**config.mk**
```make
export PLATFORM = sky130hd
export DESIGN_NAME = eat_area_timing
export DESIGN_NICKNAME = d
export VERILOG_FILES = /design/src/common/eat_pkg.sv /design/src/core/eat_addr_hold.sv /design/src/core/eat_area_timing.sv /design/src/core/eat_axil_slave.sv
export SDC_FILE = /design/constraint.sdc
export NUM_CORES = 1
export LEC_CHECK = 0
export ABC_AREA = 1
export BUFFER_PORTS_ARGS = -buffer_cell sky130_fd_sc_hd__buf_4
export CAP_MARGIN = 30
export CORE_UTILIZATION = 35
export CTS_CLUSTER_SIZE = 10
export DETAILED_ROUTE_END_ITERATION = 10
export PLACE_DENSITY = 0.64
export SLEW_MARGIN = 20
export SYNTH_ARGS = -nofsm -noshare
export SYNTH_HDL_FRONTEND = slang
export SYNTH_SLANG_ARGS = --single-unit
export TNS_END_PERCENT = 10
```
**constraint.sdc**
```tcl
create_clock -name clk_sys -period 2.5 [get_ports clk_sys]
set_input_delay 0.5 -clock clk_sys [delete_from_list [all_inputs] [get_ports clk_sys]]
set_output_delay 0.5 -clock clk_sys [all_outputs]
set_load 0.02 [all_outputs]
```
**src/common/eat_pkg.sv**
```systemverilog
// package: register map, reset values and state counts for area timing
// Functional notes
// RQ1: per-area bit selects two or three states
// RQ2: length bits all ones on reset, standby
// RQ3: on-chip accesses use fixed state count
// RQ4: single-chip modes ignore length bits
// RQ5: DRAM areas ignore the length bit
// RQ6: two-state areas get no waits
// RQ7: width bit and two-bit wait count
// RQ8: basic or DRAM, area 0 burst ROM
// RQ9: mode 1 updates address every cycle
// RQ10: mode 2 updates only external, refresh
// RQ11: control bit selects mode, resets mode 1
package eat_pkg;
    localparam logic [7:0] OFF_AREA_LEN = 8'h00;
    localparam logic [7:0] OFF_BUS_WIDTH = 8'h04;
    localparam logic [7:0] OFF_WAIT_CTRL = 8'h08;
    localparam logic [7:0] OFF_DRAM_CTRL = 8'h0C;
    localparam logic [7:0] OFF_ADDR_CTRL = 8'h10;
    localparam logic [7:0] OFF_STATUS = 8'h14;

    localparam logic [7:0] RST_AREA_LEN = 8'hFF;
    localparam logic [7:0] RST_BUS_WIDTH = 8'hFF;
    localparam logic [15:0] RST_WAIT_CTRL = 16'hFFFF;
    localparam logic [3:0] RST_DRAM_CTRL = 4'h0;
    localparam logic RST_ADDR_CTRL = 1'b0;

    // dram_control_a and address control field layout
    localparam int DRAM_SEL_LSB = 0;
    localparam int BROM_EN_BIT = 3;
    localparam int ADDR_MODE_BIT = 0;

    // state counts
    localparam logic [2:0] ONCHIP_STATES = 3'h2;
    localparam logic [2:0] SHORT_STATES = 3'h2;
    localparam logic [2:0] LONG_STATES = 3'h3;
    localparam logic [2:0] DRAM_STATES = 3'h3;
    localparam logic [2:0] BROM_STATES = 3'h3;

    localparam logic [2:0] MODE_SINGLE_A = 3'h6;
    localparam logic [2:0] MODE_SINGLE_B = 3'h7;

    localparam logic [1:0] RESP_OKAY = 2'h0;
    localparam logic [1:0] RESP_SLVERR = 2'h2;

    typedef enum logic [1:0] {
        IF_BASIC = 2'h0,
        IF_DRAM = 2'h1,
        IF_BROM = 2'h2,
        IF_ONCHIP = 2'h3
    } eat_iface_t;

    typedef enum logic [2:0] {
        ST_IDLE = 3'b001,
        ST_RUN = 3'b010,
        ST_DONE = 3'b100
    } eat_state_t;
endpackage : eat_pkg

```
**src/core/eat_addr_hold.sv**
```systemverilog
// module: external address output latch
module eat_addr_hold #(
    parameter int WIDTH = 24
) (
    input wire logic clk_sys,
    input wire logic nrst,
    input wire logic load,
    input wire logic [WIDTH-1:0] addrIn,
    output logic [WIDTH-1:0] addrOut
);
    if (WIDTH < 3) begin : g_width_chk
        $error("address width too small");
    end

    logic [WIDTH-1:0] addr_reg;

    // holding the old value is what gives the memory its address hold time
    always_ff @(posedge clk_sys or negedge nrst) begin
        if (!nrst) begin
            addr_reg <= '0;
        end else if (load) begin
            addr_reg <= addrIn;
        end
    end

    assign addrOut = addr_reg;
endmodule : eat_addr_hold

```
**src/core/eat_area_timing.sv**
```systemverilog
// module: per-area external access timing and address output control
module eat_area_timing #(
    parameter int AXI_AW = 8,
    parameter int ADDR_W = 24
) (
    input wire logic clk_sys,
    input wire logic nrst,
    input wire logic [AXI_AW-1:0] s_axi_awaddr,
    input wire logic s_axi_awvalid,
    output logic s_axi_awready,
    input wire logic [31:0] s_axi_wdata,
    input wire logic [3:0] s_axi_wstrb,
    input wire logic s_axi_wvalid,
    output logic s_axi_wready,
    output logic [1:0] s_axi_bresp,
    output logic s_axi_bvalid,
    input wire logic s_axi_bready,
    input wire logic [AXI_AW-1:0] s_axi_araddr,
    input wire logic s_axi_arvalid,
    output logic s_axi_arready,
    output logic [31:0] s_axi_rdata,
    output logic [1:0] s_axi_rresp,
    output logic s_axi_rvalid,
    input wire logic s_axi_rready,
    input wire logic hwStandbyPin,
    input wire logic [2:0] opModePin,
    input wire logic accReq,
    output logic accReady,
    input wire logic [ADDR_W-1:0] accAddr,
    input wire logic accOnChip,
    input wire logic accSelfRefresh,
    output logic accBusy,
    output logic accDone,
    output logic [2:0] accStates,
    output logic [1:0] accWaits,
    output logic accBus8,
    output logic accExternal,
    output logic [1:0] accIface,
    output logic [ADDR_W-1:0] extAddr
);
    if (AXI_AW < 5 || AXI_AW > 32 || ADDR_W < 3 || ADDR_W > 32) begin : g_param_chk
        $error("address width parameter out of range");
    end
    ////////////////
    // pin synchronisers
    logic hwStbyMeta_reg, hwStbySync_reg;
    logic [2:0] modeMeta_reg, modeSync_reg;

    always_ff @(posedge clk_sys or negedge nrst) begin
        if (!nrst) begin
            hwStbyMeta_reg <= 1'b0;
            hwStbySync_reg <= 1'b0;
        end else begin
            hwStbyMeta_reg <= hwStandbyPin;
            hwStbySync_reg <= hwStbyMeta_reg;
        end
    end

    // mode straps are static; two stages are enough
    always_ff @(posedge clk_sys or negedge nrst) begin
        if (!nrst) begin
            modeMeta_reg <= 3'h0;
            modeSync_reg <= 3'h0;
        end else begin
            modeMeta_reg <= opModePin;
            modeSync_reg <= modeMeta_reg;
        end
    end

    logic singleChip;
    assign singleChip = (modeSync_reg == eat_pkg::MODE_SINGLE_A)
        || (modeSync_reg == eat_pkg::MODE_SINGLE_B);
    ////////////////
    // register bus
    logic wrEn, wrErr, rdErr;
    logic [AXI_AW-1:0] wrAddr, rdAddr;
    logic [31:0] wrData, rdData;
    logic [3:0] wrStrb;

    eat_axil_slave #(
        .AW(AXI_AW)
    ) u_slave (
        .clk_sys,
        .nrst,
        .s_axi_awaddr,
        .s_axi_awvalid,
        .s_axi_awready,
        .s_axi_wdata,
        .s_axi_wstrb,
        .s_axi_wvalid,
        .s_axi_wready,
        .s_axi_bresp,
        .s_axi_bvalid,
        .s_axi_bready,
        .s_axi_araddr,
        .s_axi_arvalid,
        .s_axi_arready,
        .s_axi_rdata,
        .s_axi_rresp,
        .s_axi_rvalid,
        .s_axi_rready,
        .wrEn,
        .wrAddr,
        .wrData,
        .wrStrb,
        .wrErr,
        .rdAddr,
        .rdData,
        .rdErr
    );

    logic [7:0] areaLen_reg, busWidth_reg;
    logic [15:0] waitCtrl_reg;
    logic [3:0] dramCtrl_reg;
    logic addrCtrl_reg;
    logic selLen, selWidth, selWait, selDram, selAddr;
    assign selLen = wrAddr == AXI_AW'(eat_pkg::OFF_AREA_LEN);
    assign selWidth = wrAddr == AXI_AW'(eat_pkg::OFF_BUS_WIDTH);
    assign selWait = wrAddr == AXI_AW'(eat_pkg::OFF_WAIT_CTRL);
    assign selDram = wrAddr == AXI_AW'(eat_pkg::OFF_DRAM_CTRL);
    assign selAddr = wrAddr == AXI_AW'(eat_pkg::OFF_ADDR_CTRL);
    // status is read-only, so a write to it is refused like a hole
    assign wrErr = !(selLen || selWidth || selWait || selDram || selAddr);

    // software standby is not an input: the bits simply keep their value
    always_ff @(posedge clk_sys or negedge nrst) begin
        if (!nrst) begin
            areaLen_reg <= eat_pkg::RST_AREA_LEN; // RQ2
        end else if (hwStbySync_reg) begin
            areaLen_reg <= eat_pkg::RST_AREA_LEN; // RQ2
        end else if (wrEn && selLen && wrStrb[0]) begin
            areaLen_reg <= wrData[7:0]; // RQ1
        end
    end

    always_ff @(posedge clk_sys or negedge nrst) begin
        if (!nrst) begin
            busWidth_reg <= eat_pkg::RST_BUS_WIDTH;
        end else if (wrEn && selWidth && wrStrb[0]) begin
            busWidth_reg <= wrData[7:0];
        end
    end

    always_ff @(posedge clk_sys or negedge nrst) begin
        if (!nrst) begin
            waitCtrl_reg <= eat_pkg::RST_WAIT_CTRL;
        end else if (wrEn && selWait) begin
            if (wrStrb[0]) begin
                waitCtrl_reg[7:0] <= wrData[7:0];
            end
            if (wrStrb[1]) begin
                waitCtrl_reg[15:8] <= wrData[15:8];
            end
        end
    end

    always_ff @(posedge clk_sys or negedge nrst) begin
        if (!nrst) begin
            dramCtrl_reg <= eat_pkg::RST_DRAM_CTRL;
        end else if (wrEn && selDram && wrStrb[0]) begin
            dramCtrl_reg <= wrData[3:0];
        end
    end

    always_ff @(posedge clk_sys or negedge nrst) begin
        if (!nrst) begin
            addrCtrl_reg <= eat_pkg::RST_ADDR_CTRL; // RQ11
        end else if (wrEn && selAddr && wrStrb[0]) begin
            addrCtrl_reg <= wrData[eat_pkg::ADDR_MODE_BIT]; // RQ11
        end
    end
    ////////////////
    // access planning
    eat_pkg::eat_state_t state_reg;
    logic [2:0] area_reg, remain_reg, reqArea, dramSel, planStates;
    logic areaIsDram, areaIsBrom, planExt, planBus8, take;
    logic [1:0] planWaits;
    eat_pkg::eat_iface_t planIface;

    assign reqArea = accAddr[ADDR_W-1 -: 3];
    assign dramSel = dramCtrl_reg[eat_pkg::DRAM_SEL_LSB +: 3];
    // codes 1..4 map areas 2..(code+1) to DRAM; other codes select none
    assign areaIsDram = (dramSel >= 3'h1) && (dramSel <= 3'h4)
        && (reqArea >= 3'h2) && (reqArea <= dramSel + 3'h1); // RQ8
    assign areaIsBrom = dramCtrl_reg[eat_pkg::BROM_EN_BIT]
        && (reqArea == 3'h0); // RQ8
    // no external space exists in single-chip modes
    assign planExt = !accOnChip && !singleChip; // RQ4

    always_comb begin
        planStates = eat_pkg::ONCHIP_STATES;
        planWaits = 2'h0;
        planBus8 = 1'b0;
        planIface = eat_pkg::IF_ONCHIP;
        if (!planExt) begin
            planStates = eat_pkg::ONCHIP_STATES; // RQ3
        end else if (areaIsDram) begin
            planStates = eat_pkg::DRAM_STATES; // RQ5
            planBus8 = busWidth_reg[reqArea];
            planIface = eat_pkg::IF_DRAM;
        end else if (areaIsBrom) begin
            planStates = eat_pkg::BROM_STATES;
            planBus8 = busWidth_reg[reqArea];
            planIface = eat_pkg::IF_BROM;
        end else begin
            planBus8 = busWidth_reg[reqArea]; // RQ7
            planIface = eat_pkg::IF_BASIC;
            if (areaLen_reg[reqArea]) begin
                planWaits = waitCtrl_reg[{reqArea, 1'b0} +: 2]; // RQ7
                planStates = eat_pkg::LONG_STATES + {1'b0, planWaits}; // RQ1
            end else begin
                planWaits = 2'h0; // RQ6
                planStates = eat_pkg::SHORT_STATES; // RQ1
            end
        end
    end
    ////////////////
    // access sequencer
    // one new access is taken only from idle
    assign accReady = state_reg == eat_pkg::ST_IDLE;
    assign take = accReady && accReq;

    always_ff @(posedge clk_sys or negedge nrst) begin
        if (!nrst) begin
            state_reg <= eat_pkg::ST_IDLE;
        end else begin
            unique case (state_reg)
                eat_pkg::ST_IDLE: begin
                    if (take) begin
                        state_reg <= eat_pkg::ST_RUN;
                    end
                end
                eat_pkg::ST_RUN: begin
                    if (remain_reg == 3'h1) begin
                        state_reg <= eat_pkg::ST_DONE;
                    end
                end
                eat_pkg::ST_DONE: begin
                    state_reg <= eat_pkg::ST_IDLE;
                end
                default: begin
                    state_reg <= eat_pkg::ST_IDLE;
                end
            endcase
        end
    end

    // one clock per state; the done cycle closes the last state
    always_ff @(posedge clk_sys or negedge nrst) begin
        if (!nrst) begin
            remain_reg <= 3'h0;
        end else if (take) begin
            remain_reg <= planStates - 3'h1;
        end else if (state_reg == eat_pkg::ST_RUN && remain_reg != 3'h0) begin
            remain_reg <= remain_reg - 3'h1;
        end
    end

    logic [2:0] states_reg;
    logic [1:0] waits_reg, iface_reg;
    logic bus8_reg, ext_reg;

    always_ff @(posedge clk_sys or negedge nrst) begin
        if (!nrst) begin
            area_reg <= 3'h0;
            states_reg <= 3'h0;
            waits_reg <= 2'h0;
            bus8_reg <= 1'b0;
            ext_reg <= 1'b0;
            iface_reg <= 2'h0;
        end else if (take) begin
            area_reg <= reqArea;
            states_reg <= planStates;
            waits_reg <= planWaits;
            bus8_reg <= planBus8;
            ext_reg <= planExt;
            iface_reg <= planIface;
        end
    end

    assign accBusy = state_reg != eat_pkg::ST_IDLE;
    assign accDone = state_reg == eat_pkg::ST_DONE;
    assign accStates = states_reg;
    assign accWaits = waits_reg;
    assign accBus8 = bus8_reg;
    assign accExternal = ext_reg;
    assign accIface = iface_reg;
    ////////////////
    // address output
    logic addrLoad;
    // mode 2 keeps the last external address across on-chip cycles unless accSelfRefresh is set
    assign addrLoad = take && (!addrCtrl_reg // RQ9
        || planExt || accSelfRefresh); // RQ10

    eat_addr_hold #(
        .WIDTH(ADDR_W)
    ) u_addr (
        .clk_sys,
        .nrst,
        .load(addrLoad),
        .addrIn(accAddr),
        .addrOut(extAddr)
    );
    ////////////////
    // register read
    always_comb begin
        rdData = 32'h0;
        rdErr = 1'b0;
        if (rdAddr == AXI_AW'(eat_pkg::OFF_AREA_LEN)) begin
            rdData = {24'h0, areaLen_reg};
        end else if (rdAddr == AXI_AW'(eat_pkg::OFF_BUS_WIDTH)) begin
            rdData = {24'h0, busWidth_reg};
        end else if (rdAddr == AXI_AW'(eat_pkg::OFF_WAIT_CTRL)) begin
            rdData = {16'h0, waitCtrl_reg};
        end else if (rdAddr == AXI_AW'(eat_pkg::OFF_DRAM_CTRL)) begin
            rdData = {28'h0, dramCtrl_reg};
        end else if (rdAddr == AXI_AW'(eat_pkg::OFF_ADDR_CTRL)) begin
            rdData = {31'h0, addrCtrl_reg};
        end else if (rdAddr == AXI_AW'(eat_pkg::OFF_STATUS)) begin
            rdData = {17'h0, modeSync_reg, singleChip, accBusy,
                area_reg, iface_reg, waits_reg, states_reg};
        end else begin
            rdErr = 1'b1;
        end
    end
endmodule : eat_area_timing

```
**src/core/eat_axil_slave.sv**
```systemverilog
// module: AXI4-Lite slave front end with register strobes
module eat_axil_slave #(
    parameter int AW = 8
) (
    input wire logic clk_sys,
    input wire logic nrst,
    input wire logic [AW-1:0] s_axi_awaddr,
    input wire logic s_axi_awvalid,
    output logic s_axi_awready,
    input wire logic [31:0] s_axi_wdata,
    input wire logic [3:0] s_axi_wstrb,
    input wire logic s_axi_wvalid,
    output logic s_axi_wready,
    output logic [1:0] s_axi_bresp,
    output logic s_axi_bvalid,
    input wire logic s_axi_bready,
    input wire logic [AW-1:0] s_axi_araddr,
    input wire logic s_axi_arvalid,
    output logic s_axi_arready,
    output logic [31:0] s_axi_rdata,
    output logic [1:0] s_axi_rresp,
    output logic s_axi_rvalid,
    input wire logic s_axi_rready,
    output logic wrEn,
    output logic [AW-1:0] wrAddr,
    output logic [31:0] wrData,
    output logic [3:0] wrStrb,
    input wire logic wrErr,
    output logic [AW-1:0] rdAddr,
    input wire logic [31:0] rdData,
    input wire logic rdErr
);
    logic awHeld_reg, wHeld_reg, bvalid_reg, rvalid_reg;
    logic [1:0] bresp_reg, rresp_reg;
    logic [31:0] rdata_reg, wdata_reg;
    logic [AW-1:0] awaddr_reg;
    logic [3:0] wstrb_reg;

    assign s_axi_awready = !awHeld_reg && !bvalid_reg;
    assign s_axi_wready = !wHeld_reg && !bvalid_reg;
    assign wrEn = awHeld_reg && wHeld_reg && !bvalid_reg;
    assign wrAddr = awaddr_reg;
    assign wrData = wdata_reg;
    assign wrStrb = wstrb_reg;

    always_ff @(posedge clk_sys or negedge nrst) begin
        if (!nrst) begin
            awHeld_reg <= 1'b0;
            awaddr_reg <= '0;
        end else if (s_axi_awvalid && s_axi_awready) begin
            awHeld_reg <= 1'b1;
            awaddr_reg <= s_axi_awaddr;
        end else if (wrEn) begin
            awHeld_reg <= 1'b0;
        end
    end

    always_ff @(posedge clk_sys or negedge nrst) begin
        if (!nrst) begin
            wHeld_reg <= 1'b0;
            wdata_reg <= '0;
            wstrb_reg <= '0;
        end else if (s_axi_wvalid && s_axi_wready) begin
            wHeld_reg <= 1'b1;
            wdata_reg <= s_axi_wdata;
            wstrb_reg <= s_axi_wstrb;
        end else if (wrEn) begin
            wHeld_reg <= 1'b0;
        end
    end

    always_ff @(posedge clk_sys or negedge nrst) begin
        if (!nrst) begin
            bvalid_reg <= 1'b0;
            bresp_reg <= eat_pkg::RESP_OKAY;
        end else if (wrEn) begin
            bvalid_reg <= 1'b1;
            bresp_reg <= wrErr ? eat_pkg::RESP_SLVERR : eat_pkg::RESP_OKAY;
        end else if (s_axi_bready) begin
            bvalid_reg <= 1'b0;
        end
    end

    assign s_axi_arready = !rvalid_reg;
    assign rdAddr = s_axi_araddr;

    always_ff @(posedge clk_sys or negedge nrst) begin
        if (!nrst) begin
            rvalid_reg <= 1'b0;
            rdata_reg <= '0;
            rresp_reg <= eat_pkg::RESP_OKAY;
        end else if (s_axi_arvalid && s_axi_arready) begin
            rvalid_reg <= 1'b1;
            rdata_reg <= rdData;
            rresp_reg <= rdErr ? eat_pkg::RESP_SLVERR : eat_pkg::RESP_OKAY;
        end else if (s_axi_rready) begin
            rvalid_reg <= 1'b0;
        end
    end

    assign s_axi_bvalid = bvalid_reg;
    assign s_axi_bresp = bresp_reg;
    assign s_axi_rvalid = rvalid_reg;
    assign s_axi_rdata = rdata_reg;
    assign s_axi_rresp = rresp_reg;
endmodule : eat_axil_slave

```
==> results <==
- Clock-pin slew was measured on the worst setup and hold paths at 60 ps.
- The basic-gate share of the synthesized area counting and, or, nand and nor cells is 0.1735.
- Summed over all layers, the routed wires come to 15.61 mm.
- The adder and majority gate portion of the synthesized area is 0.02166.
- In this run the standard cell core region covers 17540 sq um.
- The setup skew after layout is 8.005 ps.
- For this run, the number of Yosys warnings is 0.
- The hold-critical path endpoint is modeMeta_reg[0]$_DFF_PN0_.
- The signal on the critical path passes through ha_1 > xnor2_1 > ha_1 > nand3_1 > nand2_1 > nand2_1 > nand2_1 > nand2_1 > nor2_1 > nand2_1 > nor2_1 > ha_1 > nand2_1 > nand3_1 > o21ai_0.
- The post-synthesis instance area is 6354 sq um.
- The worst-case vdd ir drop is 0.5917 mV.
- The flow ran to the end, and the final reports show no timing, DRC or antenna violations.
- The required time at the endpoint of the critical path is 2840 ps.
- For the worst flop-to-flop path, the logic depth is 15.
- The worst setup slack for register-to-register paths is 200 ps.
- The count of standard-cell rows is 48.
- The largest net degree at the start of global routing is 90.
- Among all stages on the critical path, the largest delay is contributed by dfrtp_2.
- Measured along the x axis, the die boundary spans 136.7 um.
- STA puts the critical path data arrival time at 2640 ps.
- The net switching power figure is 0.002756 W.
- Leaving out fill and tap cells, the most frequent cells in the layout are 151 x nand2_1, 141 x buf_4, 101 x dfrtp_1.
- The tree is rooted in a clkbuf_16.
- The endpoint of the worst-slack reg-to-reg timing path is remain_reg[1]$_DFFE_PN0P_.
- Counting I/O delays and the setup requirement, the final critical path takes 2301 ps.
- The count of different cell masters after synthesis is 35.
- After synthesis, the mean cell area works out to 9.077 sq um.
- The maximum buffer depth of the clock tree is 2.
- 0 antenna diodes ended up in the layout.
- In the finished design, the share of the clock period the worst path needs comes to 0.9206.
- The fraction of final layout cells with drive strength greater than 1 is 0.2901.
- The initial antenna violation count is 0.
- The maximum achievable frequency is 434.5 MHz.
- The post-detailed-route via-to-cell ratio is 4.762.
- Internal power comes to 0.005590 W.
- Of the post-synthesis cell area, the part taken by muxes is 0.05612.
- The synthesized-area fraction occupied by ao, oa, aoi and oai cells is 0.1201.
- The switching part of the total power is 0.3302.
- After detailed routing, the average wire length per cell comes to 14.45 um.
- Dividing total power by cell area gives a power density of 1016 nW/um^2.
- Counting every sink on the clock net gives 135.
- The origin of the critical flop-to-flop path is dramCtrl_reg[0]$_DFFE_PN0P_.
- The H-tree depth is 4.
- The number of global-route vias before repair is 4648.
- The launch point of the critical path is dramCtrl_reg[0]$_DFFE_PN0P_.
- The startpoint kind of the worst setup timing path is a register.
- At the pin with the least slew margin, the transition time is 582.6 ps.
- The number of port buffers is 130.
- In this run the tightest slew margin relative to its limit is 0.6106.
- The global router's overall resource usage is 0.1755.
- The boundary pin count is 167.
- The kind of end point of the critical path is a register.
- The finished cells cover 8213 sq um.
- The cell area after placement is 7530 sq um.
- The clock buffer count from CTS is 17.
- The global-route wire length before repair is 24.67 mm.
- For this run, the post-layout net count is 943.
- Routability-driven placement finished with a final weighted congestion of 0.8631.
- For this run, the register share of the synthesized area comes to 0.5382.
- The total via count in the routed design is 5143.
- The number of remaining DRC errors is 0.
- The floorplan die height is 136.7 um.
- In this run the worst hold path is classified as primary input to register.
- The largest fanout on the critical path is 4.
- In this design, the stage delay of the slowest critical-path cell is 440 ps.
- The startpoint identified for the worst hold timing path is opModePin[0].
- The later pin in the worst-skew pair is clocked with a latency of 420 ps.
- On the final layout, the worst hold slack is 184.0 ps.
- In the final timing run, aggregate negative setup slack is 0 ps.
- The total of endpoints with negative setup slack in the final report is 0.
- The count of cells along the worst hold path is 1.
- The area share of xor/xnor cells in the synthesized design is 0.002757.
- The number of nets still failing antenna checks after routing is 0.
- For this configuration, the core starts out at a cell density of 0.3623.
- Of the total power, the clock network draws 0.320.
- The CTS tree is yes.
- The combinational family with the most area after synthesis is simple AND/OR/NAND/NOR gates.
- The share of total power in combinational logic is 0.305.
- The final-report hold violation count came to 0.
- The number of detailed-route iterations in the first pass is 4.
- The leading cell type in the layout, fill and taps excluded is nand2_1.
- The number of pins with negative max-slew slack in the final report was 0.
- The worst setup path is of the register to register kind.
- The share of total power dissipated in sequential elements is 0.375.
- The die covers 18700 sq um.
- Synthesis inferred 135 register bits.
- The standby leakage power is 4.131 nW.
- The flip-flop count of the largest register, all copies and words added is 24.
- The post-synthesis cell count is 700.
- The sum of overflow across all layers after global routing is 0.
- Relative to the synthesized area, the layout overhead comes to 29.26%.
- The number of buffers and inverters on the critical path is 0.
- Setup repair after global routing left no endpoint under its margin.
- After legalization and detailed placement, the total HPWL measured 11.44 mm.
- Broken down by cell family, the worst path's largest delay share belongs to simple AND/OR/NAND/NOR gates.
- The max-capacitance violation count is 0.
- The most frequent cell on the critical path is nand2_1.
- The number of DRC markers after the initial detailed-route iteration is 383.
## cell type report
| cell class | instances | area [sq um] |
|---|---|---|
| tap | 225 | 281.5 |
| inverter | 81 | 309.0 |
| fill | 1692 | 9324 |
| clock buffer | 19 | 432.9 |
| sequential | 135 | 3421 |
| timing repair buffer | 145 | 1127 |
| clock inverter | 13 | 196.4 |
| multi-input combinational | 462 | 2445 |
## worst max-delay path by stage
stage	slack, ps	endpoint	depth (start not counted)
floorplan	300	remain_reg[1]$_DFFE_PN0P_	14
global placement	240	remain_reg[1]$_DFFE_PN0P_	16
detailed placement	170	remain_reg[1]$_DFFE_PN0P_	16
CTS	150	remain_reg[1]$_DFFE_PN0P_	16
global route	7	remain_reg[1]$_DFFE_PN0P_	15
finish	200	remain_reg[1]$_DFFE_PN0P_	15
## power by group through the flow
stage / Sequential [W] / Clock, W / Combinational, W
finish: 0.00313 / 0.00267 / 0.00255
detailed placement: 0.00316 / 0 / 0.00254
global route: 0.00320 / 0.00283 / 0.00280
global placement: 0.00314 / 0 / 0.00249
floorplan: 0.00343 / 0 / 0.00130
CTS: 0.00313 / 0.00274 / 0.00255
## what timing repair did
action                                  CTS  global route
endpoints found under the setup margin    0             1
hold buffers                              1             0
hold endpoints to repair                 29             0
resized for setup                         0             2
buffers inserted                          0             2
## through the flow
step,total power (W),cells,utilization,setup slack [ps]
after CTS,0.008415,1077,0.4658,153.4
after global placement,0.005633,1044,0.4294,238.9
final,0.008346,1080,0.4683,198.5
after floorplan,0.004729,717,-,298.1
after global routing,0.008835,1080,0.4683,7.223
after detailed placement,0.005694,1044,0.4294,172.6
## synthesized netlist by cell type, drive strengths merged
master,count,area [sq um]
o21ai,75,386.6
a22o,1,8.760
dfrtp,102,2552
a21o,1,7.510
conb,1,3.750
o22ai,4,25.02
a22oi,1,7.510
nor3,12,81.33
inv,79,296.5
ha,11,137.6
nand4,6,37.54
mux2,27,356.6
a21oi,55,275.3
or2,3,18.77
nand3,38,200.2
o31ai,1,7.510
dfstp,33,867.1
nor2,49,186.4
xor2,1,8.760
xnor2,1,8.760
nand2,152,578.1
clkinv,2,12.51
o211ai,6,45.04
buf,28,202.7
clkbuf,11,41.29
## per-layer routing
metal	track usage	part of all wire	vias to the layer above	wire (um)
met3	0.04593	0.067	23	1053
li1	-	-	2535	-
met1	0.2528	0.47	2409	7375
met2	0.2549	0.45	176	6948
met5	0	0	-	0
met4	0.05556	0.015	0	228
## worst register-to-register path, stage by stage, from the launching register on
cell,delay (ps)
dfrtp_2,440
ha_1,220
xnor2_1,130
ha_1,320
nand3_1,80
nand2_1,70
nand2_1,50
nand2_1,80
nand2_1,80
nor2_1,130
nand2_1,70
nor2_1,130
ha_1,250
nand2_1,60
nand3_1,50
o21ai_0,70
## cells by family after synthesis
| family | Yosys count |
|---|---|
| other | 1 |
| adders and majority gates | 11 |
| DFF | 135 |
| xor gates and xnor gates | 2 |
| AOI/OAI and AO/OA | 144 |
| and+or+nand+nor | 260 |
| buffers and inverters | 120 |
| muxes | 27 |
Power figures use the tool's default switching activity.
